[config.mk]
export PLATFORM = sky130hd
export DESIGN_NAME = duty_cycle_wakeup_sniff_ctrl
export DESIGN_NICKNAME = d
export VERILOG_FILES = /design/src/hw/dc_pkg.sv /design/src/hw/duty_cycle_wakeup_sniff_ctrl.sv /design/src/hw/wake_timer.sv
export VERILOG_INCLUDE_DIRS = /design/src /design/src/hw
export SDC_FILE = /design/constraint.sdc
export NUM_CORES = 1
export LEC_CHECK = 0
export ABC_AREA = 1
export BUFFER_PORTS_ARGS = -buffer_cell sky130_fd_sc_hd__buf_4
export CAP_MARGIN = 30
export CORE_MARGIN = 2
export CORE_UTILIZATION = 40
export CTS_CLUSTER_SIZE = 8
export DETAILED_ROUTE_END_ITERATION = 8
export GPL_ROUTABILITY_DRIVEN = 0
export MAX_ROUTING_LAYER = met4
export PLACE_DENSITY = 0.69
export SYNTH_ARGS = -nofsm -noshare
export SYNTH_HDL_FRONTEND = slang
export SYNTH_SLANG_ARGS = --single-unit
[constraint.sdc]
create_clock -name ref_clk -period 6.5 [get_ports ref_clk]
set_input_delay 0.325 -clock ref_clk [delete_from_list [all_inputs] [get_ports ref_clk]]
set_output_delay 0.325 -clock ref_clk [all_outputs]
set_load 0.03 [all_outputs]
[src/hw/dc_defines.svh]
// Register map, field positions, reset values and timing constants of the duty cycle controller.
// Included by the controller and its bench; holds definitions only.
`ifndef DC_DEFINES_SVH
`define DC_DEFINES_SVH
// ====================
// Register offsets
`define OFF_CTRL 8'h00
`define OFF_WAKE 8'h04
`define OFF_RELOAD 8'h08
`define OFF_SNIFF 8'h0C
`define OFF_CMD 8'h10
`define OFF_STATUS 8'h14
// ====================
// Control bits
`define B_DE 0
`define B_SYNC_RL 1
`define B_AACK 2
`define B_SNIFF 3
`define B_SLEEP_SEL 4
`define B_EXT_CLK 5
`define F_DIV_LSB 6
`define B_IRQ_EN 8
`define CTRL_W 9
`define CTRL_RST 9'h000
// ====================
// Command bits
`define B_CMD_RX 0
`define B_CMD_TX 1
`define B_CMD_SL 2
`define B_CMD_RD 3
`define B_CMD_RL 4
`define CMD_W 5
`define CMD_NONE 5'h00
// ====================
// Field positions
`define F_PRE_LSB 0
`define F_CNT_LSB 8
`define F_LIM_LSB 0
`define F_CFE_LSB 8
`define F_ST_LSB 0
`define B_ST_ARMED 3
`define B_ST_TXROLE 4
`define B_ST_RXTMR 5
`define B_ST_CAL 6
`define F_ST_CNT_LSB 16
// ====================
// Reset values and timing
`define PRE_RST 8'h00
`define CNT_RST 8'h00
`define LIM_RST 8'h10
`define CFE_RST 3'h0
`define CFE_MAX 3'h4
`define SNIFF_DIV 6'h18
`define RESP_OKAY 2'h0
`define RESP_SLVERR 2'h2
`endif

[src/hw/dc_pkg.sv]
// Types shared by the duty cycle controller files.
// Assumes nothing beyond a SystemVerilog compiler.
package dc_pkg;
	typedef enum logic [2:0] {st_ready, st_sleep, st_rx, st_tx, st_cal} mode_t;
endpackage

[src/hw/duty_cycle_wakeup_sniff_ctrl.sv]
// Low duty cycle wake-up and sniff controller with an AXI4-Lite register slave.
// Assumes radio status inputs come from logic on ref_clk; oscillator clocks and
// the calibration flag come from other domains and are synchronised here.
`timescale 1ns/100ps
`include "dc_defines.svh"
module duty_cycle_wakeup_sniff_ctrl #(
	parameter int PW = 8,
	parameter int CW = 8
) (
	input wire logic ref_clk,
	input wire logic rst_n,
	input wire logic [7:0] awaddr,
	input wire logic awvalid,
	output logic awready,
	input wire logic [31:0] wdata,
	input wire logic [3:0] wstrb,
	input wire logic wvalid,
	output logic wready,
	output logic [1:0] bresp,
	output logic bvalid,
	input wire logic bready,
	input wire logic [7:0] araddr,
	input wire logic arvalid,
	output logic arready,
	output logic [31:0] rdata,
	output logic [1:0] rresp,
	output logic rvalid,
	input wire logic rready,
	input wire logic rc_osc_clk,
	input wire logic gpio_clk,
	input wire logic osc_cal_done,
	input wire logic irq_pending_n,
	input wire logic tx_fifo_empty,
	input wire logic sync_detected,
	input wire logic pkt_received,
	input wire logic op_done,
	input wire logic carrier_sense_valid,
	output dc_pkg::mode_t mode_state,
	output logic rx_timer_en,
	output logic rx_abort,
	output logic wake_irq,
	output logic sleep_fifo_retain
);
	import dc_pkg::*;

	typedef struct packed {
		mode_t st;
		logic armed;
		logic tx_role;
		logic ack_ph;
		logic run;
		logic tl;
		logic rx_tmr;
		logic rx_abort;
		logic wake_irq;
		logic sniff_on;
		logic [5:0] sacc;
		logic [7:0] scnt;
		logic [2:0] rc_s;
		logic [2:0] gp_s;
		logic [1:0] cal_s;
		logic [`CTRL_W-1:0] ctrl;
		logic [PW-1:0] wpre;
		logic [CW-1:0] wcnt;
		logic [PW-1:0] rpre;
		logic [CW-1:0] rcnt;
		logic [7:0] limit;
		logic [2:0] cfe;
		logic awready;
		logic wready;
		logic aw_got;
		logic w_got;
		logic bvalid;
		logic [1:0] bresp;
		logic [7:0] waddr;
		logic [31:0] wdata;
		logic [3:0] wstrb;
		logic arready;
		logic rvalid;
		logic [1:0] rresp;
		logic [31:0] rdata;
	} state_t;

	state_t s;
	state_t n;
	logic wake;
	logic [CW-1:0] wcount;
	logic src_tick;
	logic de;
	logic wr;
	logic fin;
	logic sexp;
	logic stick;
	logic [2:0] cfe_c;
	logic [5:0] sum;
	logic [31:0] wword;
	logic [`CMD_W-1:0] cmd;

	function automatic logic [31:0] merge(input logic [31:0] o, input logic [31:0] d, input logic [3:0] be);
		logic [31:0] r;
		r = o;
		for (int i = 0; i < 4; i++) begin
			if (be[i]) begin
				r[8*i +: 8] = d[8*i +: 8];
			end
		end
		return r;
	endfunction

	function automatic logic mapped(input logic [7:0] a);
		return a == `OFF_CTRL || a == `OFF_WAKE || a == `OFF_RELOAD || a == `OFF_SNIFF ||
			a == `OFF_CMD || a == `OFF_STATUS;
	endfunction

	function automatic logic [31:0] rd_word(input logic [7:0] a, input state_t v, input logic [CW-1:0] c);
		logic [31:0] r;
		r = 32'h0000_0000;
		case (a)
			`OFF_CTRL: r[`CTRL_W-1:0] = v.ctrl;
			`OFF_WAKE: begin
				r[`F_PRE_LSB +: PW] = v.wpre;
				r[`F_CNT_LSB +: CW] = v.wcnt;
			end
			`OFF_RELOAD: begin
				r[`F_PRE_LSB +: PW] = v.rpre;
				r[`F_CNT_LSB +: CW] = v.rcnt;
			end
			`OFF_SNIFF: begin
				r[`F_LIM_LSB +: 8] = v.limit;
				r[`F_CFE_LSB +: 3] = v.cfe;
			end
			`OFF_STATUS: begin
				r[`F_ST_LSB +: 3] = v.st;
				r[`B_ST_ARMED] = v.armed;
				r[`B_ST_TXROLE] = v.tx_role;
				r[`B_ST_RXTMR] = v.rx_tmr;
				r[`B_ST_CAL] = v.cal_s[1];
				r[`F_ST_CNT_LSB +: CW] = c;
			end
			default: r = 32'h0000_0000;
		endcase
		return r;
	endfunction

	// Entering RX; sniffing never applies to the ack wait
	function automatic state_t enter_rx(input state_t v, input logic ack);
		state_t r;
		r = v;
		r.st = st_rx;
		r.ack_ph = ack;
		r.sniff_on = v.ctrl[`B_SNIFF] & ~ack;
		r.rx_tmr = ~r.sniff_on;
		r.scnt = 8'h00;
		// Tick phase restarts too, else the sniff window loses up to one tick
		r.sacc = 6'h00;
		return r;
	endfunction

	// ====================
	// Next state
	always_comb begin
		n = s;
		n.tl = 1'b0;
		n.rx_abort = 1'b0;
		n.wake_irq = 1'b0;
		fin = 1'b0;
		de = s.ctrl[`B_DE];
		// Oscillator clocks are sampled, so they must run below a quarter of ref_clk
		n.rc_s = {s.rc_s[1:0], rc_osc_clk};
		n.gp_s = {s.gp_s[1:0], gpio_clk};
		n.cal_s = {s.cal_s[0], osc_cal_done};
		src_tick = s.ctrl[`B_EXT_CLK] ? (s.gp_s[1] & ~s.gp_s[2]) : (s.rc_s[1] & ~s.rc_s[2]);
		n.run = s.run | de;
		// Sniff tick: accumulate 2^e per cycle, fire each 24
		cfe_c = (s.cfe > `CFE_MAX) ? `CFE_MAX : s.cfe;
		sum = s.sacc + (6'h01 << cfe_c);
		stick = sum >= `SNIFF_DIV;
		n.sacc = stick ? 6'(sum - `SNIFF_DIV) : sum;
		sexp = s.sniff_on && (s.scnt >= s.limit);
		if (s.sniff_on && stick && !sexp) begin
			n.scnt = 8'(s.scnt + 8'h01);
		end
		// ====================
		// AXI4-Lite slave
		if (awvalid && s.awready) begin
			n.aw_got = 1'b1;
			n.waddr = awaddr;
		end
		if (wvalid && s.wready) begin
			n.w_got = 1'b1;
			n.wdata = wdata;
			n.wstrb = wstrb;
		end
		if (s.bvalid && bready) begin
			n.bvalid = 1'b0;
		end
		wr = s.aw_got & s.w_got & ~s.bvalid;
		wword = merge(rd_word(s.waddr, s, wcount), s.wdata, s.wstrb);
		cmd = (wr && s.waddr == `OFF_CMD) ? wword[`CMD_W-1:0] : `CMD_NONE;
		if (wr) begin
			n.bvalid = 1'b1;
			n.aw_got = 1'b0;
			n.w_got = 1'b0;
			n.bresp = mapped(s.waddr) ? `RESP_OKAY : `RESP_SLVERR;
			case (s.waddr)
				`OFF_CTRL: n.ctrl = wword[`CTRL_W-1:0];
				`OFF_WAKE: begin
					n.wpre = wword[`F_PRE_LSB +: PW];
					n.wcnt = wword[`F_CNT_LSB +: CW];
				end
				`OFF_RELOAD: begin
					n.rpre = wword[`F_PRE_LSB +: PW];
					n.rcnt = wword[`F_CNT_LSB +: CW];
				end
				`OFF_SNIFF: begin
					n.limit = wword[`F_LIM_LSB +: 8];
					n.cfe = wword[`F_CFE_LSB +: 3];
				end
				default: n.ctrl = s.ctrl;
			endcase
		end
		if (s.rvalid && rready) begin
			n.rvalid = 1'b0;
		end
		if (arvalid && s.arready) begin
			n.rvalid = 1'b1;
			n.rdata = rd_word(araddr, s, wcount);
			n.rresp = mapped(araddr) ? `RESP_OKAY : `RESP_SLVERR;
		end
		n.awready = ~n.aw_got & ~n.bvalid;
		n.wready = ~n.w_got & ~n.bvalid;
		n.arready = ~n.rvalid;
		// ====================
		// Mode sequencer
		case (s.st)
			st_ready: begin
				if (cmd[`B_CMD_RX]) begin
					n = enter_rx(n, 1'b0);
					n.tx_role = 1'b0;
					n.armed = de;
				end else if (cmd[`B_CMD_TX]) begin
					n.st = st_tx;
					n.tx_role = 1'b1;
					n.armed = de;
					n.tl = 1'b1;
				end else if (cmd[`B_CMD_SL]) begin
					n.st = st_sleep;
				end
			end
			st_sleep: begin
				if (!de && !s.tx_role) begin
					n.armed = 1'b0;
				end
				if (wake && s.armed) begin
					if (!s.tx_role && de) begin
						n = enter_rx(n, 1'b0);
						n.wake_irq = s.ctrl[`B_IRQ_EN];
					end else if (s.tx_role && !tx_fifo_empty) begin
						n.st = st_tx;
						n.wake_irq = s.ctrl[`B_IRQ_EN];
					end
				end
			end
			st_rx: begin
				if (sexp) begin
					if (carrier_sense_valid) begin
						n.sniff_on = 1'b0;
						n.rx_tmr = 1'b1;
					end else begin
						n.rx_abort = 1'b1;
						fin = 1'b1;
					end
				end else if (pkt_received && s.ctrl[`B_AACK] && !s.tx_role && !s.ack_ph) begin
					n.st = st_tx;
					n.ack_ph = 1'b1;
					n.rx_tmr = 1'b0;
				end else if (op_done) begin
					fin = 1'b1;
				end
				if (sync_detected && s.ctrl[`B_SYNC_RL] && !s.tx_role) begin
					n.tl = 1'b1;
				end
			end
			st_tx: begin
				if (op_done) begin
					if (s.ctrl[`B_AACK] && s.tx_role && !s.ack_ph) begin
						n = enter_rx(n, 1'b1);
					end else begin
						fin = 1'b1;
					end
				end
			end
			st_cal: begin
				if (s.cal_s[1]) begin
					n.st = st_sleep;
				end
			end
			default: n.st = st_ready;
		endcase
		if (fin) begin
			n.ack_ph = 1'b0;
			n.rx_tmr = 1'b0;
			n.sniff_on = 1'b0;
			if (!de) begin
				n.st = st_sleep;
				n.armed = 1'b0;
			end else if (s.tx_role) begin
				n.st = st_sleep;
			end else if (irq_pending_n) begin
				n.st = st_cal;
			end else begin
				n.st = st_ready;
			end
		end
		if (cmd[`B_CMD_RL]) begin
			n.tl = 1'b1;
		end
		// Ready command overrides every mode transition and stops duty cycling
		if (cmd[`B_CMD_RD]) begin
			n.st = st_ready;
			n.armed = 1'b0;
			n.ack_ph = 1'b0;
			n.rx_tmr = 1'b0;
			n.sniff_on = 1'b0;
		end
	end

	always_ff @(posedge ref_clk or negedge rst_n) begin
		if (!rst_n) begin
			s <= '0;
			s.st <= st_ready;
			s.ctrl <= `CTRL_RST;
			s.wpre <= `PRE_RST;
			s.wcnt <= `CNT_RST;
			s.rpre <= `PRE_RST;
			s.rcnt <= `CNT_RST;
			s.limit <= `LIM_RST;
			s.cfe <= `CFE_RST;
			s.awready <= 1'b1;
			s.wready <= 1'b1;
			s.arready <= 1'b1;
		end else begin
			s <= n;
		end
	end

	wake_timer #(.PW(PW), .CW(CW)) u_timer (
		.ref_clk(ref_clk),
		.rst_n(rst_n),
		.run(s.run),
		.src_tick(src_tick),
		.div_sel(s.ctrl[`F_DIV_LSB +: 2]),
		.load(s.tl),
		.load_pre(s.rpre),
		.load_cnt(s.rcnt),
		.per_pre(s.wpre),
		.per_cnt(s.wcnt),
		.wake(wake),
		.count(wcount)
	);

	assign awready = s.awready;
	assign wready = s.wready;
	assign bvalid = s.bvalid;
	assign bresp = s.bresp;
	assign arready = s.arready;
	assign rvalid = s.rvalid;
	assign rresp = s.rresp;
	assign rdata = s.rdata;
	assign mode_state = s.st;
	assign rx_timer_en = s.rx_tmr;
	assign rx_abort = s.rx_abort;
	assign wake_irq = s.wake_irq;
	assign sleep_fifo_retain = s.ctrl[`B_SLEEP_SEL];

	// ====================
	// Checks
	a_wake_to_rx: assert property (@(posedge ref_clk) disable iff (!rst_n)
		s.st == st_sleep && wake && s.armed && !s.tx_role && de && !cmd[`B_CMD_RD]
		|=> s.st == st_rx && wake_irq == $past(s.ctrl[`B_IRQ_EN])) else $error("wake did not start RX");
	a_tx_skip: assert property (@(posedge ref_clk) disable iff (!rst_n)
		s.st == st_sleep && wake && s.tx_role && tx_fifo_empty && !cmd[`B_CMD_RD]
		|=> s.st == st_sleep && !wake_irq) else $error("empty slot was not skipped");
	a_first_tx: assert property (@(posedge ref_clk) disable iff (!rst_n)
		s.st == st_ready && cmd[`B_CMD_TX] && !cmd[`B_CMD_RX] && !cmd[`B_CMD_RD]
		|=> s.st == st_tx && s.tl) else $error("first TX missing or not reloaded");
	a_reload_cmd: assert property (@(posedge ref_clk) disable iff (!rst_n)
		cmd[`B_CMD_RL] |=> s.tl ##1 wcount == $past(s.rcnt)) else $error("reload command ignored");
	a_sync_reload: assert property (@(posedge ref_clk) disable iff (!rst_n)
		s.st == st_rx && sync_detected && s.ctrl[`B_SYNC_RL] && !s.tx_role |=> s.tl)
		else $error("sync word did not reload timer");
	a_irq_hold: assert property (@(posedge ref_clk) disable iff (!rst_n)
		fin && de && !s.tx_role && !irq_pending_n && !cmd[`B_CMD_RD] |=> s.st == st_ready)
		else $error("pending irq did not hold ready");
	a_cal_sleep: assert property (@(posedge ref_clk) disable iff (!rst_n)
		fin && de && !s.tx_role && irq_pending_n && !cmd[`B_CMD_RD]
		|=> s.st == st_cal ##1 (s.st == st_cal || s.st == st_sleep || s.st == st_ready))
		else $error("no calibration wait before sleep");
	a_stop_sleep: assert property (@(posedge ref_clk) disable iff (!rst_n)
		fin && !de && !cmd[`B_CMD_RD] |=> s.st == st_sleep && !s.armed) else $error("disabled op did not sleep");
	a_sniff_abort: assert property (@(posedge ref_clk) disable iff (!rst_n)
		s.st == st_rx && sexp && !carrier_sense_valid |=> rx_abort && s.st != st_rx) else $error("RX not aborted");
	a_sniff_keep: assert property (@(posedge ref_clk) disable iff (!rst_n)
		s.st == st_rx && sexp && carrier_sense_valid && !cmd[`B_CMD_RD] |=> rx_timer_en && !s.sniff_on)
		else $error("valid carrier did not enable RX timer");
endmodule // duty_cycle_wakeup_sniff_ctrl

[src/hw/wake_timer.sv]
// Wake-up timer: source divider, prescaler and counter.
// Assumes src_tick is a one-cycle pulse already synchronised to ref_clk.
`timescale 1ns/100ps
module wake_timer #(
	parameter int PW = 8,
	parameter int CW = 8
) (
	input wire logic ref_clk,
	input wire logic rst_n,
	input wire logic run,
	input wire logic src_tick,
	input wire logic [1:0] div_sel,
	input wire logic load,
	input wire logic [PW-1:0] load_pre,
	input wire logic [CW-1:0] load_cnt,
	input wire logic [PW-1:0] per_pre,
	input wire logic [CW-1:0] per_cnt,
	output logic wake,
	output logic [CW-1:0] count
);
	typedef struct packed {
		logic [2:0] div;
		logic [PW-1:0] pre;
		logic [CW-1:0] cnt;
		logic wake;
	} tmr_t;

	tmr_t s;
	tmr_t n;
	logic [2:0] mask;

	function automatic logic [2:0] div_mask(input logic [1:0] sel);
		case (sel)
			2'h0: div_mask = 3'h0;
			2'h1: div_mask = 3'h1;
			2'h2: div_mask = 3'h3;
			default: div_mask = 3'h7;
		endcase
	endfunction

	// ====================
	// Count down
	always_comb begin
		n = s;
		n.wake = 1'b0;
		mask = div_mask(div_sel);
		if (load) begin
			n.pre = load_pre;
			n.cnt = load_cnt;
			n.div = 3'h0;
		end else if (run && src_tick) begin
			n.div = s.div + 3'h1;
			if ((s.div & mask) == mask) begin
				if (s.pre != '0) begin
					n.pre = PW'(s.pre - 1'b1);
				end else begin
					n.pre = per_pre;
					if (s.cnt != '0) begin
						n.cnt = CW'(s.cnt - 1'b1);
					end else begin
						n.cnt = per_cnt;
						n.wake = 1'b1;
					end
				end
			end
		end
	end

	always_ff @(posedge ref_clk or negedge rst_n) begin
		if (!rst_n) begin
			s <= '0;
		end else begin
			s <= n;
		end
	end

	assign wake = s.wake;
	assign count = s.cnt;

	a_load_value: assert property (@(posedge ref_clk) disable iff (!rst_n) load |=> count == $past(load_cnt))
		else $error("wake timer did not take reload value");
	a_wake_reload: assert property (@(posedge ref_clk) disable iff (!rst_n) wake |-> count == $past(per_cnt))
		else $error("wake timer did not reload period after wake");
endmodule // wake_timer

### Word-level counts from Yosys, hierarchy flattened

Cells that the tools add are included.

* register bits after elaboration: 193
* output and inout bits: 48
* word-level logic and storage cells: 250
* bits of input ports: 68

* add/subtract/negate cells: 6
* eq/ne operators: 32
* $lt $le $gt $ge: 3
* reductions and logical operators: 53
* bitwise operators: 18
* multiplexer cells: 98
* shift operators: 1

Operators with widths (number)
* 173-bit 2-to-1 mux: 3
* 161-bit case mux with 3 select lines: 1
* 165-bit 2-to-1 mux: 1
* 162-bit 2-to-1 mux: 1
* 7-bit case mux with 5 select lines: 2
* 8-bit 2-to-1 mux: 7
* 52-bit 2-to-1 mux: 1
* 4-bit inequality test, second input constant: 10
* 36-bit 2-to-1 mux: 1
* 1-bit 2-to-1 mux: 35
* 35-bit 2-to-1 mux: 1
* 3-bit 2-to-1 mux: 11
* 8-bit by 4-bit equality test with 1-bit output, second input constant: 4
* 8-bit by 5-bit equality test with 1-bit output, second input constant: 4
* 16-bit 2-to-1 mux: 2
* 8-bit AND reduction: 4
* 1-bit logical AND: 21
* 20-bit 2-to-1 mux: 1
* 5-bit 2-to-1 mux: 4
* 5-bit case mux with 2 select lines: 2
* 19-bit 2-to-1 mux: 1
* 9-bit 2-to-1 mux: 2
* 2-bit case mux with 3 select lines: 3
* 17-bit 2-to-1 mux: 1
* 45 further kinds: 88

### Depth between registers and ports, before layout

* word-level depth: 16
* gate-level depth with buffers: 18
* mapped depth without buffers: 18

### Hierarchy

Synthesis repeated with hierarchy kept, for this count alone.

* cells, all modules: 1207
* area total of the unflattened synthesis: 9308.9 um^2

By module, submodules not included
* duty_cycle_wakeup_sniff_ctrl: sequential area each 3633.5 um^2, cells each 987, times used 1, area each 7777.5 um^2
* wake_timer: sequential area each 500.5 um^2, cells each 220, times used 1, area each 1531.5 um^2

### Least setup slack after synthesis

No wires, ideal clock.

* path type: reg-to-reg
* start: reg s[89] (netlist bit)
* end: reg s[151] (netlist bit)
* clock period less this slack: 2.341 ns
* arrival time: 2.220 ns
* stages on the path, launching flop included: 14
* path slack: 4.159 ns
* library setup time: 0.121 ns
* path buffers: 0
* required time: 6.379 ns
* cell sequence: dfrtp_1 -> nor3_1 -> ha_1 -> inv_1 -> fa_1 -> o21ai_2 -> xor2_2 -> nand2_1 -> nand2_2 -> nand3_2 -> inv_2 -> nand3_1 -> o21ai_0 -> nor2_1

RTL lines
* from (decl): line duty_cycle_wakeup_sniff_ctrl.sv:84 `state_t s;`
* from (signal assigned): line duty_cycle_wakeup_sniff_ctrl.sv:343 `s <= n;`

### Worst setup path after layout

* start: reg s[76] (netlist bit)
* end: reg s[117] (netlist bit)

* word-level cells in the longest chain between the ends: 8
* elaborated cells between the ends (all ways): 12
* those cells by class: eq/ne: 2; mux: 10

Ends and longest elaborated chain
* 8-bit by 4-bit equality test with 1-bit output or 8-bit by 3-bit equality test with 1-bit output (tied branches): line duty_cycle_wakeup_sniff_ctrl.sv:118, duty_cycle_wakeup_sniff_ctrl.sv:205
* 5-bit case mux with 2 select lines: line duty_cycle_wakeup_sniff_ctrl.sv:118 `case (a)`
* 8-bit 2-to-1 mux: line duty_cycle_wakeup_sniff_ctrl.sv:103 `if (be[i]) begin`
* 16-bit 2-to-1 mux (*): line duty_cycle_wakeup_sniff_ctrl.sv:205 `case (s.waddr)`
* 52-bit 2-to-1 mux (*): line duty_cycle_wakeup_sniff_ctrl.sv:200 `if (wr) begin`
* 173-bit 2-to-1 mux or 162-bit 2-to-1 mux (tied branches): line duty_cycle_wakeup_sniff_ctrl.sv:286, duty_cycle_wakeup_sniff_ctrl.sv:255
* 173-bit 2-to-1 mux (on tied branches): line duty_cycle_wakeup_sniff_ctrl.sv:285, duty_cycle_wakeup_sniff_ctrl.sv:254
* 161-bit case mux with 3 select lines (*): line duty_cycle_wakeup_sniff_ctrl.sv:235 `case (s.st)`

Every way passes the cells marked *; elsewhere a longest branch is shown, timed or not. The select of a mux whose other input is x is not followed.
A chain may end at the register's enable or synchronous reset.

==> results.md <==
- I/O Buffers: 87
- CP required: 6.78 ns
- Final wirelength: 24400 um
- RSZ-0062 raised after global routing: false
- DR vias: 7735
- Unique cell type count in the Yosys netlist: 54
- CTS root buf: clkbuf_16
- Area grow syn2layout: 14.5%
- CTS buffer count: 17
- Setup violators final: 0
- Die Wd: 153 um
- Worst Reg-to-Reg Cells: 8
- All-layer global routing usage: 0.219
- CP Class: flop to flop
- HPWL after detailed placement: between 15000 and 20000 um
- Clock Sinks: 165
- Gr ovfl total: 0
- Switch Pwr: 0.00165 W
- Max_cap viols: 0
- 1st-pass router iterations: 7
- Worst hold slack: -0.0220 ns
- Async set-reset flop share out of synthesis: 1.00
- DRT antenna net count: 0
- Status: finished, violations left
- Commonest non-fill, non-tap cell in the layout: nand2_1
- Yosys reg bits: 165
- Mean Syn Cell Area: 8.02 sq um
- Nets: 1255
- Max Buffers Root-to-Sink: 2
- Peak supply drop: 0.228 mV
- Clock skew: 0.0137 ns
- P_leak: 4.83 nW
- Layout cell share with drive strength beyond 1: 0.159
- Initial drt markers: between 800 and 900
- Worst min-delay path class: input port to asynchronous set/reset pin
- Post-synth EDFFs: 0
- Worst Tran Pin Value: a little under 1 ns
- Final Max Slew Viols: 0
- Final Cell Area: 10200 sq um
- Net Sw Frac: 0.407
- # Post-CTS Setup Buffers: 0
- Max transition margin: 0.347
- Logic pwr share: 0.361
- Arrival @ worst endpoint: 3.13 ns
- Ys flop type: dfrtp_1
- Reg power frac: 0.393
- DR WL/cell: 16.7 um
- Starting density of the core: 0.408
- Die area: 23500 sq um
- Most frequent cells in the layout: nand2_1 (256), dfrtp_1 (161), inv_1 (126)
- Startpoint Class: flop
- DP Area: approximately 9600 sq um
- Largest net degree at the start of global routing: 91
- Initial antenna violation count: 0
- Ys Warns: 0
- Final total negative setup slack: 0 ns
- CTS tree: yes
- Tot Pwr: ~0.0041 W
- Clk slew on worst S/H paths: 0.06 ns
- Die Height: 153 um
- Critical path peak fanout: 22
- Final Hold Fails: 60
- Clk pwr share: 0.246
- Row Count: 54
- Post-synthesis sequential area ratio: 0.464
- Final Cycle Share: 0.439
- Worst skew pair latency: approximately 0.44 ns
- Pwr Density: just under 400 nW/um^2
- Shortest period the worst path allows: 2.85 ns
- Cells after synthesis: 1110
- R2R setup slack: ~3.6 ns
- Max Clk Rate: 351 MHz
- Violated checks: hold timing
- Cell-internal power: 0.00240 W
- H-Tree Depth: 4
- Io pins: ~120
- Mapped Area: 8900 sq um
- Global-route wire length before repair: 39400 um
- Core Box Area: 21800 sq um
- DR DRC count: 0
- # fillers: 2156
- Vias in the first global route: 7396
- CP Capture Type: flop
- Routed vias/inst: 5.29
## layout make-up
cell class	count	area [sq um]	area share
clock buffer	23	458	0.0449
clock inverter	9	106	0.0104
timing repair buffer	93	729	0.0715
antenna	1	2.50	0.000245
sequential	165	4130	0.405
inverter	147	553	0.0542
tap	280	350	0.0344
multi-input combinational	744	3860	0.379
## cells by family after synthesis
family	share of synthesized area
compound gates	0.164
xor+xnor	0.0135
fa+ha+maj	0.0275
buf+inv	0.106
flops	0.464
other cells	0.000421
simple gates	0.225
## path summary, 6_finish.rpt
| check | startpoint | endpoint |
|---|---|---|
| worst max-delay path | s[76] | s[117] |
| worst min register to register | s[144] | s[145] |
| worst max register to register | s[76] | s[117] |
| worst min-delay path | rst_n | s[83] |
| max in group asynchronous | rst_n | s[115] |
| min in group ref_clk | carrier_sense_valid | rx_abort |
## timing repair
action,4_1_cts,5_1_grt
gates resized for setup,0,0
setup endpoints to repair,0,0
hold buffers,3,0
endpoints found under the hold margin,3,0
## cell usage after synthesis (all sizes together) (4+ instances only)
cell / count / share of area
a211oi: 6 / 0.0051
a31oi: 4 / 0.0028
nand4: 11 / 0.0077
inv: 145 / 0.061
clkbuf: 21 / 0.0089
o31ai: 9 / 0.0076
xor2: 10 / 0.012
o221ai: 17 / 0.017
o21ai: 116 / 0.066
buf: 42 / 0.035
a221oi: 5 / 0.0049
nor2: 113 / 0.056
nor3: 15 / 0.010
nand2: 265 / 0.12
nand3: 43 / 0.028
dfrtp: 161 / 0.45
or2: 8 / 0.0059
dfstp: 4 / 0.012
o211ai: 8 / 0.0073
o22ai: 12 / 0.0084
ha: 18 / 0.025
a21oi: 57 / 0.032
## per-stage QoR
stage / util / hold slack (ns) / cells / setup WS (ns)
2_1_floorplan: - / 0.0294 / 1119 / 4.16
3_3_place_gp: 0.439 / 0.335 / 1425 / 3.84
3_5_place_dp: 0.439 / 0.335 / 1425 / 3.75
4_1_cts: 0.466 / 0.00880 / 1460 / 3.74
5_1_grt: 0.467 / 0.0582 / 1461 / 3.39
6_report: 0.467 / -0.0220 / 1462 / 3.65
## per-layer routing
metal	vias up	track usage	wire, um
met5	-	-	0
met4	0	0.0785	635
met3	53	0.0556	2270
met2	347	0.313	10700
met1	3612	0.301	10700
li1	3723	-	-
## critical path, cell delays in order (launching register included)
cell     delay (ns)
dfrtp_1        0.40
nor2_1         0.16
nand2_1        0.14
inv_2          0.14
nand2_1        0.39
nor2_1         0.67
inv_1          0.54
nand2_1        0.15
o21ai_0        0.10
## power by group through the flow
| stage | Clock [W] | Combinational, W | Sequential, W |
|---|---|---|---|
| 3_3_place_gp | 0 | 0.00140 | 0.00159 |
| 4_1_cts | 0.00101 | 0.00146 | 0.00158 |
| 2_1_floorplan | 0 | 0.00109 | 0.00153 |
| 5_1_grt | 0.00106 | 0.00164 | 0.00162 |
| 3_5_place_dp | 0 | 0.00144 | 0.00160 |
| 6_report | 0.000995 | 0.00146 | 0.00159 |
## registers in the layout (all words and copies together), names as in the netlist, 3 cells and up
signal and cells:
rdata 24, s 106, u_timer.s 11, u_timer.count 8, mode_state 3
No activity file was read; power rests on OpenSTA's default activity.
